--- src/hw/crc_pkg.sv ---
// Package of constants and carrier types for the continuous record controller
package crc_pkg;

    // ************************************************************
    // Register map
    // ************************************************************
    localparam logic [7:0] REG_CTRL     = 8'h00;
    localparam logic [7:0] REG_DURATION = 8'h04;
    localparam logic [7:0] REG_HISTORY  = 8'h08;
    localparam logic [7:0] REG_CHAN_EN  = 8'h0c;
    localparam logic [7:0] REG_STATUS   = 8'h10;
    localparam logic [7:0] REG_OVR_CNT  = 8'h14;

    // Control register fields
    localparam int CTRL_START_BIT  = 0;
    localparam int CTRL_STOP_BIT   = 1;
    localparam int CTRL_POLICY_LSB = 4;

    // Status register fields
    localparam int STAT_REC_BIT   = 0;
    localparam int STAT_SUSP_BIT  = 1;
    localparam int STAT_WRAP_BIT  = 2;
    localparam int STAT_FULL_BIT  = 3;
    localparam int STAT_EMPTY_BIT = 4;
    localparam int STAT_STATE_LSB = 8;
    localparam int STAT_END_LSB   = 12;

    // Reset values
    localparam logic [31:0] DURATION_RST = 32'h0000_0000;
    localparam logic [31:0] HISTORY_RST  = 32'h0000_0000;
    localparam logic [1:0]  POLICY_RST   = 2'h0;

    // Bus responses
    localparam logic [1:0] RESP_OKAY   = 2'h0;
    localparam logic [1:0] RESP_SLVERR = 2'h2;

    // Marker word written into the stream after each overrun gap
    localparam logic [31:0] OVR_MARKER = 32'hdead_0f0f;

    // ************************************************************
    // Types
    // ************************************************************
    typedef enum logic [1:0] {
        POL_STANDARD = 2'h0,
        POL_CIRCULAR = 2'h1,
        POL_TIMED    = 2'h2,
        POL_TRIGGER  = 2'h3
    } crc_policy_t;

    // Gray codes along idle -> record -> suspend -> marker
    typedef enum logic [1:0] {
        ST_IDLE    = 2'h0,
        ST_RECORD  = 2'h1,
        ST_SUSPEND = 2'h3,
        ST_MARKER  = 2'h2
    } crc_state_t;

    // Why the last recording ended
    typedef enum logic [2:0] {
        END_NONE = 3'h0,
        END_USER = 3'h1,
        END_FULL = 3'h2,
        END_TIME = 3'h3,
        END_TRIG = 3'h4
    } crc_end_t;

    // Storage-side word with marker flag
    typedef struct packed {
        logic        marker;
        logic [31:0] data;
    } crc_word_t;

endpackage

--- src/hw/crc_fifo.sv ---
// Continuous FIFO memory between capture and storage
`timescale 1ns/100ps
module crc_fifo #(
    parameter int WIDTH = 32,
    parameter int DEPTH = 16
) (
    // Clock and reset
    input  wire logic             clk_i,
    input  wire logic             rstn_i,
    // Write side
    input  wire logic             wr_valid_i,
    output logic                  wr_ready_o,
    input  wire logic [WIDTH-1:0] wr_data_i,
    // Read side
    output logic                  rd_valid_o,
    input  wire logic             rd_ready_i,
    output logic      [WIDTH-1:0] rd_data_o,
    // Status
    output logic                  full_o,
    output logic                  empty_o
);
    localparam int AW = $clog2(DEPTH);

    typedef struct packed {
        logic [AW-1:0] wp;
        logic [AW-1:0] rp;
        logic [AW:0]   cnt;
    } crc_fifo_st_t;

    crc_fifo_st_t     s_q;
    crc_fifo_st_t     s_d;
    logic [WIDTH-1:0] mem [DEPTH];
    logic             wr_go;
    logic             rd_go;

    // Handshake terms
    assign full_o     = (s_q.cnt == (AW+1)'(DEPTH));
    assign empty_o    = (s_q.cnt == '0);
    assign wr_ready_o = ~full_o;
    assign rd_valid_o = ~empty_o;
    assign rd_data_o  = mem[s_q.rp];
    assign wr_go      = wr_valid_i & wr_ready_o;
    assign rd_go      = rd_ready_i & rd_valid_o;

    // Pointer and count update
    always_comb begin
        s_d = s_q;
        if (wr_go) begin
            s_d.wp = (s_q.wp == AW'(DEPTH-1)) ? '0 : s_q.wp + 1'b1;
        end
        if (rd_go) begin
            s_d.rp = (s_q.rp == AW'(DEPTH-1)) ? '0 : s_q.rp + 1'b1;
        end
        s_d.cnt = s_q.cnt + (AW+1)'(wr_go) - (AW+1)'(rd_go);
    end

    // State register
    always_ff @(posedge clk_i or negedge rstn_i) begin
        if (!rstn_i) begin
            s_q <= '0;
        end else begin
            s_q <= s_d;
        end
    end

    // Storage array
    always_ff @(posedge clk_i) begin
        if (wr_go) begin
            mem[s_q.wp] <= wr_data_i;
        end
    end
endmodule

--- src/hw/crc_axil.sv ---
// AXI4-Lite register slave for the continuous record controller
`timescale 1ns/100ps
module crc_axil (
    // Clock and reset
    input  wire logic        clk_i,
    input  wire logic        rstn_i,
    // AXI4-Lite
    input  wire logic [7:0]  awaddr_i,
    input  wire logic        awvalid_i,
    output logic             awready_o,
    input  wire logic [31:0] wdata_i,
    input  wire logic [3:0]  wstrb_i,
    input  wire logic        wvalid_i,
    output logic             wready_o,
    output logic [1:0]       bresp_o,
    output logic             bvalid_o,
    input  wire logic        bready_i,
    input  wire logic [7:0]  araddr_i,
    input  wire logic        arvalid_i,
    output logic             arready_o,
    output logic [31:0]      rdata_o,
    output logic [1:0]       rresp_o,
    output logic             rvalid_o,
    input  wire logic        rready_i,
    // Register side
    output logic             we_o,
    output logic [7:0]       waddr_o,
    output logic [31:0]      wdata_o,
    output logic [3:0]       wstrb_o,
    input  wire logic        wok_i,
    output logic [7:0]       raddr_o,
    input  wire logic [31:0] rdata_i,
    input  wire logic        rok_i
);
    typedef struct packed {
        logic        aw_f;
        logic [7:0]  aw;
        logic        w_f;
        logic [31:0] w;
        logic [3:0]  ws;
        logic        bv;
        logic [1:0]  br;
        logic        rv;
        logic [31:0] rd;
        logic [1:0]  rr;
    } crc_axil_st_t;

    crc_axil_st_t s_q;
    crc_axil_st_t s_d;

    // Channel readies
    assign awready_o = ~s_q.aw_f & ~s_q.bv;
    assign wready_o  = ~s_q.w_f & ~s_q.bv;
    assign arready_o = ~s_q.rv;
    assign bvalid_o  = s_q.bv;
    assign bresp_o   = s_q.br;
    assign rvalid_o  = s_q.rv;
    assign rdata_o   = s_q.rd;
    assign rresp_o   = s_q.rr;
    assign we_o      = s_q.aw_f & s_q.w_f & ~s_q.bv;
    assign waddr_o   = s_q.aw;
    assign wdata_o   = s_q.w;
    assign wstrb_o   = s_q.ws;
    assign raddr_o   = araddr_i;

    // Channel capture and responses
    always_comb begin
        s_d = s_q;
        if (awvalid_i && awready_o) begin
            s_d.aw_f = 1'b1;
            s_d.aw   = awaddr_i;
        end
        if (wvalid_i && wready_o) begin
            s_d.w_f = 1'b1;
            s_d.w   = wdata_i;
            s_d.ws  = wstrb_i;
        end
        if (we_o) begin
            s_d.aw_f = 1'b0;
            s_d.w_f  = 1'b0;
            s_d.bv   = 1'b1;
            s_d.br   = wok_i ? crc_pkg::RESP_OKAY : crc_pkg::RESP_SLVERR;
        end
        if (s_q.bv && bready_i) begin
            s_d.bv = 1'b0;
        end
        if (arvalid_i && arready_o) begin
            s_d.rv = 1'b1;
            s_d.rd = rdata_i;
            s_d.rr = rok_i ? crc_pkg::RESP_OKAY : crc_pkg::RESP_SLVERR;
        end else if (s_q.rv && rready_i) begin
            s_d.rv = 1'b0;
        end
    end

    // State register
    always_ff @(posedge clk_i or negedge rstn_i) begin
        if (!rstn_i) begin
            s_q <= '0;
        end else begin
            s_q <= s_d;
        end
    end
endmodule

--- src/hw/crc_top.sv ---
// Continuous record controller: policies, capture, overrun handling
`timescale 1ns/100ps

module crc_top #(
    parameter int NCH   = 4,
    parameter int DEPTH = 16
) (
    // Clock and reset
    input  wire logic                CLK_I,
    input  wire logic                RSTN_I,
    // AXI4-Lite register bus
    input  wire logic [7:0]          AWADDR_I,
    input  wire logic                AWVALID_I,
    output logic                     AWREADY_O,
    input  wire logic [31:0]         WDATA_I,
    input  wire logic [3:0]          WSTRB_I,
    input  wire logic                WVALID_I,
    output logic                     WREADY_O,
    output logic [1:0]               BRESP_O,
    output logic                     BVALID_O,
    input  wire logic                BREADY_I,
    input  wire logic [7:0]          ARADDR_I,
    input  wire logic                ARVALID_I,
    output logic                     ARREADY_O,
    output logic [31:0]              RDATA_O,
    output logic [1:0]               RRESP_O,
    output logic                     RVALID_O,
    input  wire logic                RREADY_I,
    // Acquisition channels and trigger
    input  wire logic                SAMPLE_STB_I,
    input  wire logic [NCH*32-1:0]   SAMPLE_DATA_I,
    input  wire logic                TRIG_I,
    // Storage sink
    output logic                     ST_VALID_O,
    input  wire logic                ST_READY_I,
    output logic [31:0]              ST_DATA_O,
    output logic                     ST_MARKER_O,
    output logic [31:0]              ST_ADDR_O,
    input  wire logic                ST_FULL_I,
    // Status
    output logic                     RECORDING_O,
    output logic                     SUSPENDED_O
);
    localparam int CW = $clog2(NCH);

    // ************************************************************
    // State
    // ************************************************************
    typedef struct packed {
        crc_pkg::crc_state_t  st;
        crc_pkg::crc_policy_t pol_cfg;
        crc_pkg::crc_policy_t pol;
        logic [31:0]          dur;
        logic [31:0]          hist;
        logic [NCH-1:0]       chen;
        logic [NCH-1:0]       chen_run;
        logic [31:0]          tcnt;
        logic [31:0]          addr;
        logic                 wrapped;
        logic [31:0]          ovr_cnt;
        crc_pkg::crc_end_t    end_why;
        logic [NCH-1:0]       pend;
        logic [NCH*32-1:0]    shot;
        logic                 st_valid;
        logic [31:0]          st_data;
        logic                 st_marker;
        logic [31:0]          st_addr;
    } crc_st_t;

    crc_st_t     s_q;
    crc_st_t     s_d;

    // Bus side signals
    logic        we;
    logic [7:0]  waddr;
    logic [31:0] wdata;
    logic [3:0]  wstrb;
    logic        wok;
    logic [7:0]  raddr;
    logic [31:0] rdata;
    logic        rok;

    // FIFO signals
    logic        f_wv;
    logic        f_wr;
    logic [31:0] f_wd;
    logic        f_rv;
    logic        f_rr;
    logic [31:0] f_rd;
    logic        f_full;
    logic        f_empty;

    // Channel pick
    logic [CW-1:0] sel;
    logic          any_pend;
    logic          out_free;

    // ************************************************************
    // Register slave
    // ************************************************************
    crc_axil u_axil (
        .clk_i     (CLK_I),
        .rstn_i    (RSTN_I),
        .awaddr_i  (AWADDR_I),
        .awvalid_i (AWVALID_I),
        .awready_o (AWREADY_O),
        .wdata_i   (WDATA_I),
        .wstrb_i   (WSTRB_I),
        .wvalid_i  (WVALID_I),
        .wready_o  (WREADY_O),
        .bresp_o   (BRESP_O),
        .bvalid_o  (BVALID_O),
        .bready_i  (BREADY_I),
        .araddr_i  (ARADDR_I),
        .arvalid_i (ARVALID_I),
        .arready_o (ARREADY_O),
        .rdata_o   (RDATA_O),
        .rresp_o   (RRESP_O),
        .rvalid_o  (RVALID_O),
        .rready_i  (RREADY_I),
        .we_o      (we),
        .waddr_o   (waddr),
        .wdata_o   (wdata),
        .wstrb_o   (wstrb),
        .wok_i     (wok),
        .raddr_o   (raddr),
        .rdata_i   (rdata),
        .rok_i     (rok)
    );

    // Address decode for writes
    assign wok = (waddr == crc_pkg::REG_CTRL) || (waddr == crc_pkg::REG_DURATION)
              || (waddr == crc_pkg::REG_HISTORY) || (waddr == crc_pkg::REG_CHAN_EN);

    // Read mux with defined answer for unmapped offsets
    always_comb begin
        rdata = 32'h0000_0000;
        rok   = 1'b1;
        case (raddr)
            crc_pkg::REG_CTRL: begin
                rdata[crc_pkg::CTRL_POLICY_LSB +: 2] = s_q.pol_cfg;
            end
            crc_pkg::REG_DURATION: begin
                rdata = s_q.dur;
            end
            crc_pkg::REG_HISTORY: begin
                rdata = s_q.hist;
            end
            crc_pkg::REG_CHAN_EN: begin
                rdata[NCH-1:0] = s_q.chen;
            end
            crc_pkg::REG_STATUS: begin
                rdata[crc_pkg::STAT_REC_BIT]        = (s_q.st != crc_pkg::ST_IDLE);
                rdata[crc_pkg::STAT_SUSP_BIT]       = (s_q.st == crc_pkg::ST_SUSPEND);
                rdata[crc_pkg::STAT_WRAP_BIT]       = s_q.wrapped;
                rdata[crc_pkg::STAT_FULL_BIT]       = f_full;
                rdata[crc_pkg::STAT_EMPTY_BIT]      = f_empty;
                rdata[crc_pkg::STAT_STATE_LSB +: 2] = s_q.st;
                rdata[crc_pkg::STAT_END_LSB +: 3]   = s_q.end_why;
            end
            crc_pkg::REG_OVR_CNT: begin
                rdata = s_q.ovr_cnt;
            end
            default: begin
                rok = 1'b0;
            end
        endcase
    end

    // ************************************************************
    // Continuous FIFO
    // ************************************************************
    crc_fifo #(
        .WIDTH (32),
        .DEPTH (DEPTH)
    ) u_fifo (
        .clk_i      (CLK_I),
        .rstn_i     (RSTN_I),
        .wr_valid_i (f_wv),
        .wr_ready_o (f_wr),
        .wr_data_i  (f_wd),
        .rd_valid_o (f_rv),
        .rd_ready_i (f_rr),
        .rd_data_o  (f_rd),
        .full_o     (f_full),
        .empty_o    (f_empty)
    );

    // Lowest pending enabled channel goes first
    always_comb begin
        sel = '0;
        for (int i = NCH - 1; i >= 0; i--) begin
            if (s_q.pend[i]) begin
                sel = CW'(i);
            end
        end
    end

    assign any_pend = |s_q.pend;
    assign f_wv     = any_pend && (s_q.st == crc_pkg::ST_RECORD);
    assign f_wd     = s_q.shot[sel*32 +: 32];
    assign out_free = ~s_q.st_valid | ST_READY_I;
    assign f_rr     = out_free && (s_q.st != crc_pkg::ST_MARKER);

    // ************************************************************
    // Control
    // ************************************************************
    always_comb begin
        logic start_cmd;
        logic stop_cmd;
        logic stop_now;
        crc_pkg::crc_end_t why;
        start_cmd = 1'b0;
        stop_cmd  = 1'b0;
        stop_now  = 1'b0;
        why       = crc_pkg::END_NONE;
        s_d       = s_q;

        // Register writes
        if (we && wok) begin
            case (waddr)
                crc_pkg::REG_CTRL: begin
                    start_cmd = wstrb[0] & wdata[crc_pkg::CTRL_START_BIT];
                    stop_cmd  = wstrb[0] & wdata[crc_pkg::CTRL_STOP_BIT];
                    if (wstrb[0]) begin
                        s_d.pol_cfg = crc_pkg::crc_policy_t'(wdata[crc_pkg::CTRL_POLICY_LSB +: 2]);
                    end
                end
                crc_pkg::REG_DURATION: begin
                    s_d.dur = wdata;
                end
                crc_pkg::REG_HISTORY: begin
                    s_d.hist = wdata;
                end
                crc_pkg::REG_CHAN_EN: begin
                    s_d.chen = wdata[NCH-1:0];
                end
                default: begin
                end
            endcase
        end

        // Output stage toward storage
        if (out_free) begin
            s_d.st_valid  = 1'b0;
            s_d.st_marker = 1'b0;
        end
        if (f_rr && f_rv) begin
            s_d.st_valid  = 1'b1;
            s_d.st_data   = f_rd;
            s_d.st_marker = 1'b0;
            s_d.st_addr   = s_q.addr;
            if (s_q.pol == crc_pkg::POL_CIRCULAR && s_q.hist != '0
                    && s_q.addr == s_q.hist - 32'h1) begin
                s_d.addr    = '0;
                s_d.wrapped = 1'b1;
            end else begin
                s_d.addr = s_q.addr + 32'h1;
            end
        end

        if (f_wv && f_wr) begin
            s_d.pend[sel] = 1'b0;
        end
        if (SAMPLE_STB_I && s_q.st == crc_pkg::ST_RECORD && !any_pend) begin
            s_d.pend = s_q.chen_run;
            s_d.shot = SAMPLE_DATA_I;
        end

        if (s_q.st != crc_pkg::ST_IDLE) begin
            s_d.tcnt = s_q.tcnt + 32'h1;
            case (s_q.pol)
                crc_pkg::POL_STANDARD: begin
                    if (ST_FULL_I) begin
                        why = crc_pkg::END_FULL;
                    end else if (stop_cmd) begin
                        why = crc_pkg::END_USER;
                    end
                end
                crc_pkg::POL_CIRCULAR: begin
                    if (TRIG_I) begin
                        why = crc_pkg::END_TRIG;
                    end else if (stop_cmd) begin
                        why = crc_pkg::END_USER;
                    end
                end
                crc_pkg::POL_TIMED: begin
                    if (ST_FULL_I) begin
                        why = crc_pkg::END_FULL;
                    end else if (s_q.tcnt + 32'h1 >= s_q.dur) begin
                        why = crc_pkg::END_TIME;
                    end
                end
                crc_pkg::POL_TRIGGER: begin
                    if (ST_FULL_I) begin
                        why = crc_pkg::END_FULL;
                    end else if (TRIG_I) begin
                        why = crc_pkg::END_TRIG;
                    end
                end
                default: begin
                end
            endcase
            stop_now = (why != crc_pkg::END_NONE);
        end

        // Run state machine
        case (s_q.st)
            crc_pkg::ST_IDLE: begin
                if (start_cmd) begin
                    s_d.pol      = s_d.pol_cfg;
                    s_d.chen_run = s_d.chen;
                    s_d.tcnt     = '0;
                    s_d.addr     = '0;
                    s_d.wrapped  = 1'b0;
                    s_d.pend     = '0;
                    s_d.end_why  = crc_pkg::END_NONE;
                    s_d.st       = crc_pkg::ST_RECORD;
                end
            end
            crc_pkg::ST_RECORD: begin
                if (f_full && f_wv) begin
                    s_d.st   = crc_pkg::ST_SUSPEND;
                    s_d.pend = '0;
                end
            end
            crc_pkg::ST_SUSPEND: begin
                if (f_empty && out_free) begin
                    s_d.st = crc_pkg::ST_MARKER;
                end
            end
            crc_pkg::ST_MARKER: begin
                if (out_free) begin
                    s_d.st_valid  = 1'b1;
                    s_d.st_data   = crc_pkg::OVR_MARKER;
                    s_d.st_marker = 1'b1;
                    s_d.st_addr   = s_q.addr;
                    s_d.ovr_cnt   = s_q.ovr_cnt + 32'h1;
                    s_d.st        = crc_pkg::ST_RECORD;
                end
            end
            default: begin
                s_d.st = crc_pkg::ST_IDLE;
            end
        endcase

        if (stop_now) begin
            s_d.st      = crc_pkg::ST_IDLE;
            s_d.pend    = '0;
            s_d.end_why = why;
        end
    end

    // State register
    always_ff @(posedge CLK_I or negedge RSTN_I) begin
        if (!RSTN_I) begin
            s_q         <= '0;
            s_q.pol_cfg <= crc_pkg::crc_policy_t'(crc_pkg::POLICY_RST);
            s_q.dur     <= crc_pkg::DURATION_RST;
            s_q.hist    <= crc_pkg::HISTORY_RST;
        end else begin
            s_q <= s_d;
        end
    end

    // Outputs
    assign ST_VALID_O  = s_q.st_valid;
    assign ST_DATA_O   = s_q.st_data;
    assign ST_MARKER_O = s_q.st_marker;
    assign ST_ADDR_O   = s_q.st_addr;
    assign RECORDING_O = (s_q.st != crc_pkg::ST_IDLE);
    assign SUSPENDED_O = (s_q.st == crc_pkg::ST_SUSPEND);
endmodule

--- config.mk ---
export PLATFORM = sky130hd
export DESIGN_NAME = crc_top
export DESIGN_NICKNAME = d
export VERILOG_FILES = /design/src/hw/crc_pkg.sv /design/src/hw/crc_fifo.sv /design/src/hw/crc_axil.sv /design/src/hw/crc_top.sv
export SDC_FILE = /design/constraint.sdc
export NUM_CORES = 1
export LEC_CHECK = 0
export ABC_CLOCK_PERIOD_IN_PS = 6600
export CORE_UTILIZATION = 50
export CTS_CLUSTER_DIAMETER = 40
export DETAILED_ROUTE_END_ITERATION = 8
export DONT_BUFFER_PORTS = 1
export HOLD_SLACK_MARGIN = 0.15
export SLEW_MARGIN = 10
export SYNTH_ARGS = -nofsm -noshare
export SYNTH_HDL_FRONTEND = slang
export SYNTH_SLANG_ARGS = --single-unit
export TNS_END_PERCENT = 100
--- constraint.sdc ---
create_clock -name CLK_I -period 6.6 [get_ports CLK_I]
set_input_delay 0.66 -clock CLK_I [delete_from_list [all_inputs] [get_ports CLK_I]]
set_output_delay 0.66 -clock CLK_I [all_outputs]
set_load 0.02 [all_outputs]
==> reports/results.txt <==
P&R area growth vs syn - 16.6%
setup violators final - 0
Multi-input gate area - 0.0140 mm2
CTS Sinks - 980
Synth Flop Type - edfxtp_1
FF+latch count, synth - 980
Max Root-Sink Buffers - 3
fin crit share - 75.3%
GRT Total Usage - 25.4%
largest net degree at the start of global routing - 469
crit path DAT - 5.57 ns
type of the most critical hold path - input pin to asynchronous set/reset pin
worst path cell trace - nand3_1 > nor3_1 > nor4bb_1 > and2_1 > and3_1 > xor2_1 > ha_1 > a21o_1 > a21o_1 > a21oi_1 > a31oi_1 > a31oi_1 > nand2_1 > a221oi_1
DIE HEIGHT - 294 um
Power Total - 21.8 mW
power density over the cells - 439 mW/mm2
initial antenna violation count - 4
I/O Buffers - 0
static leakage - 19.1 nW
DR WL/cell - 25.6 um
Mapped Cells - 2868
vias in the first global route - 26100
H-Tree Depth - 4
Post-CTS Resized - 0
# IOs - 300
Reg area - 0.0271 mm2
TritonCTS buffer count - 135
cell taking the most area after synthesis - edfxtp_1
CP Class - flip-flop to flip-flop
Std-Cell Rows - 106
setup bufs post-CTS - 0
dpl cells - 3821
Period minus WS final - 4.97 ns
post-DP HPWL - 66300 um
Avg Inst Size Synth - 14.8 um2
crit path max fanout - 6
antenna viol nets, final - 0
CP endpoint kind - flip-flop
max cap viols - 0
routability cong. - 0.880
Fin. Hold Viols - 468
vias - 25000
cts hold-fix bufs - 173
synth top area cells - edfxtp_1 36%, dfrtp_1 28%, mux4_2 7.5%, mux2_2 6.5%, nand2_1 1.9%
ratio of cells with drive above 1 in the final layout - 24.6%
Root Driver - clkbuf_16
Die Area - 0.0863 mm2
CP startpoint kind - flip-flop
unique cell type count in the Yosys netlist - 80
Final Max Tran Viols - 0
grt total ovfl - 0
share of the synthesized area in the top cell type - 36.1%
hold_ws - -0.312 ns
first-pass GRT wire length - 163000 um
number of synthesized flops with an enable pin - 512
final std cells w/o fill - 4248
die width - 294 um
# DRC - 0
Fill cells - 6341
vias per cell - 5.89
failing checks - hold timing
CTS tree - yes
final net count - 3237
outcome - complete, but fails checks
Post-Syn Area - 0.0425 mm2
Starting Density - 50.7%
critical path's slowest cell - nor4bb_1
CP max stage delay - 0.78 ns
RSZ-0062 raised after global routing - no
drt first pass iters - 5
Worst Tran Pin Value - 1.46 ns
Layout Skew - 0.0327 ns
clk_lat worst skew - 0.73 ns
Synth async-reset ratio - 47.8%
drt first-iter violations - 1792
synthesis warning total - 0
Rel. slew slack - 2.99%
CTS clk-pin slew, worst paths - 0.05 ns
WP data required - 7.20 ns
f_max - 201 MHz
core area - 0.0840 mm2
Max IR drop VDD - 287 uV
final wirelength - 109000 um
total negative slack - 0 ns
sequential share of the synthesized area - 63.7%
## synth_stat cells, types with 4 or more instances
cell type and n:
nand2_1 213, buf_4 100, nand3_1 51, a22oi_1 54
a31oi_1 11, ha_1 48, nor2_1 70, nand2b_1 11
edfxtp_1 512, nor4b_1 4, o31ai_1 5, o41ai_1 4
and2_1 18, buf_6 4, a221oi_1 11, nor3_2 31
a21oi_1 50, a21o_1 22, nor2b_1 11, nand4_1 36
buf_1 18, xor2_1 60, buf_2 7, o21ai_0 119
clkbuf_1 126, dfrtp_1 468, mux2i_1 51, mux2_2 245
xnor2_1 69, nor3_1 28, o22a_1 20, and4_1 5
or2_2 5, nor4_1 13, nand3b_1 5, inv_1 67
and3_1 24, a222oi_1 22, mux4_2 142, nor3b_1 5
a22o_1 37, or3_1 8
## logic make-up after synthesis
logic type / Yosys count / share of synthesized area [%]
AOI/OAI and AO/OA: 388 / 6.23
xor gates and xnor gates: 129 / 2.66
adders and majority gates: 49 / 1.46
buffers and inverters: 324 / 3.83
DFF: 980 / 63.7
muxes: 438 / 15.2
other: 1 / 0.00881
and+or+nand+nor: 559 / 6.95
## area by class of cell
cell class              count  share of cell area [%]
clock inverters            89                    1.97
diodes                      3                  0.0151
clock buffers             162                    7.22
inverters                  69                   0.522
repair buffers            246                    4.62
multi-input cells        1565                    28.2
well taps                1134                    2.86
flip-flops and latches    980                    54.6
## layer usage
layer,vias up,wire length [um],track usage (%)
met5,-,0,0
met4,0,3070,8.99
met3,193,5330,4.18
met2,711,56600,44.0
met1,13100,43600,32.1
li1,11000,-,-
## state kept, by name, indices dropped and copies added (netlist names), 2 cells and up, named ones only
name            count
u_axil.rdata_o     32
u_axil.s_q          2
u_fifo.s_q         13
s_q               310
u_fifo.mem        512
ST_DATA_O          32
u_axil.wdata_o     32
u_axil.waddr_o      8
## cells in the final DEF (no fill, tap or decap), types with 64 or more instances in the layout
cell type	instances
dfrtp_1	464
clkbuf_16	136
edfxtp_1	512
o21ai_0	100
buf_4	72
xnor2_1	69
mux4_2	142
nor2_1	64
inv_1	67
dlygate4sd3_1	173
nand2_1	213
mux2_2	245
## critical path: cells and delay by family (launching register included)
kind	cells	cell delay, ns
compound gates	6	1.50
flops	1	0.45
simple gates	6	2.46
xor+xnor	1	0.19
fa+ha+maj	1	0.27
## through the flow
stage	area, um2	utilization (%)	setup slack, ns
floorplan	42500	-	2.60
global placement	43300	51.6	1.66
detailed placement	43300	51.6	1.69
CTS	49600	59.1	1.60
global route	49600	59.1	1.26
finish	49600	59.1	1.63
## report_power, final
part           switching, mW  internal, mW  total [mW]
Combinational           2.97          2.71        5.68
Sequential              1.11          7.80        8.91
Clock                   2.79          4.41        7.20
Total                   6.87          14.9        21.8
## worst paths after layout
check | from | end | slack (ns) | depth (start not counted)
worst max-delay path | s_q[268]$_DFF_PN0_ | s_q[374]$_DFFE_PN0P_ | 1.63 | 14
worst min-delay path | RSTN_I | u_axil.rdata_o[0]$_DFFE_PN0P_ | -0.31 | 0
worst max register to register | s_q[268]$_DFF_PN0_ | s_q[374]$_DFFE_PN0P_ | 1.63 | 14
worst min register to register | s_q[232]$_DFFE_PN0P_ | s_q[232]$_DFFE_PN0P_ | 0.48 | 1
max in group asynchronous | RSTN_I | u_fifo.s_q[6]$_DFFE_PN0P_ | 5.65 | 0
min in group CLK_I | ARADDR_I[4] | u_axil.rresp_o[1]$_DFFE_PN0P_ | 0.19 | 2
Note: power is estimated with default switching activity, not from simulation.
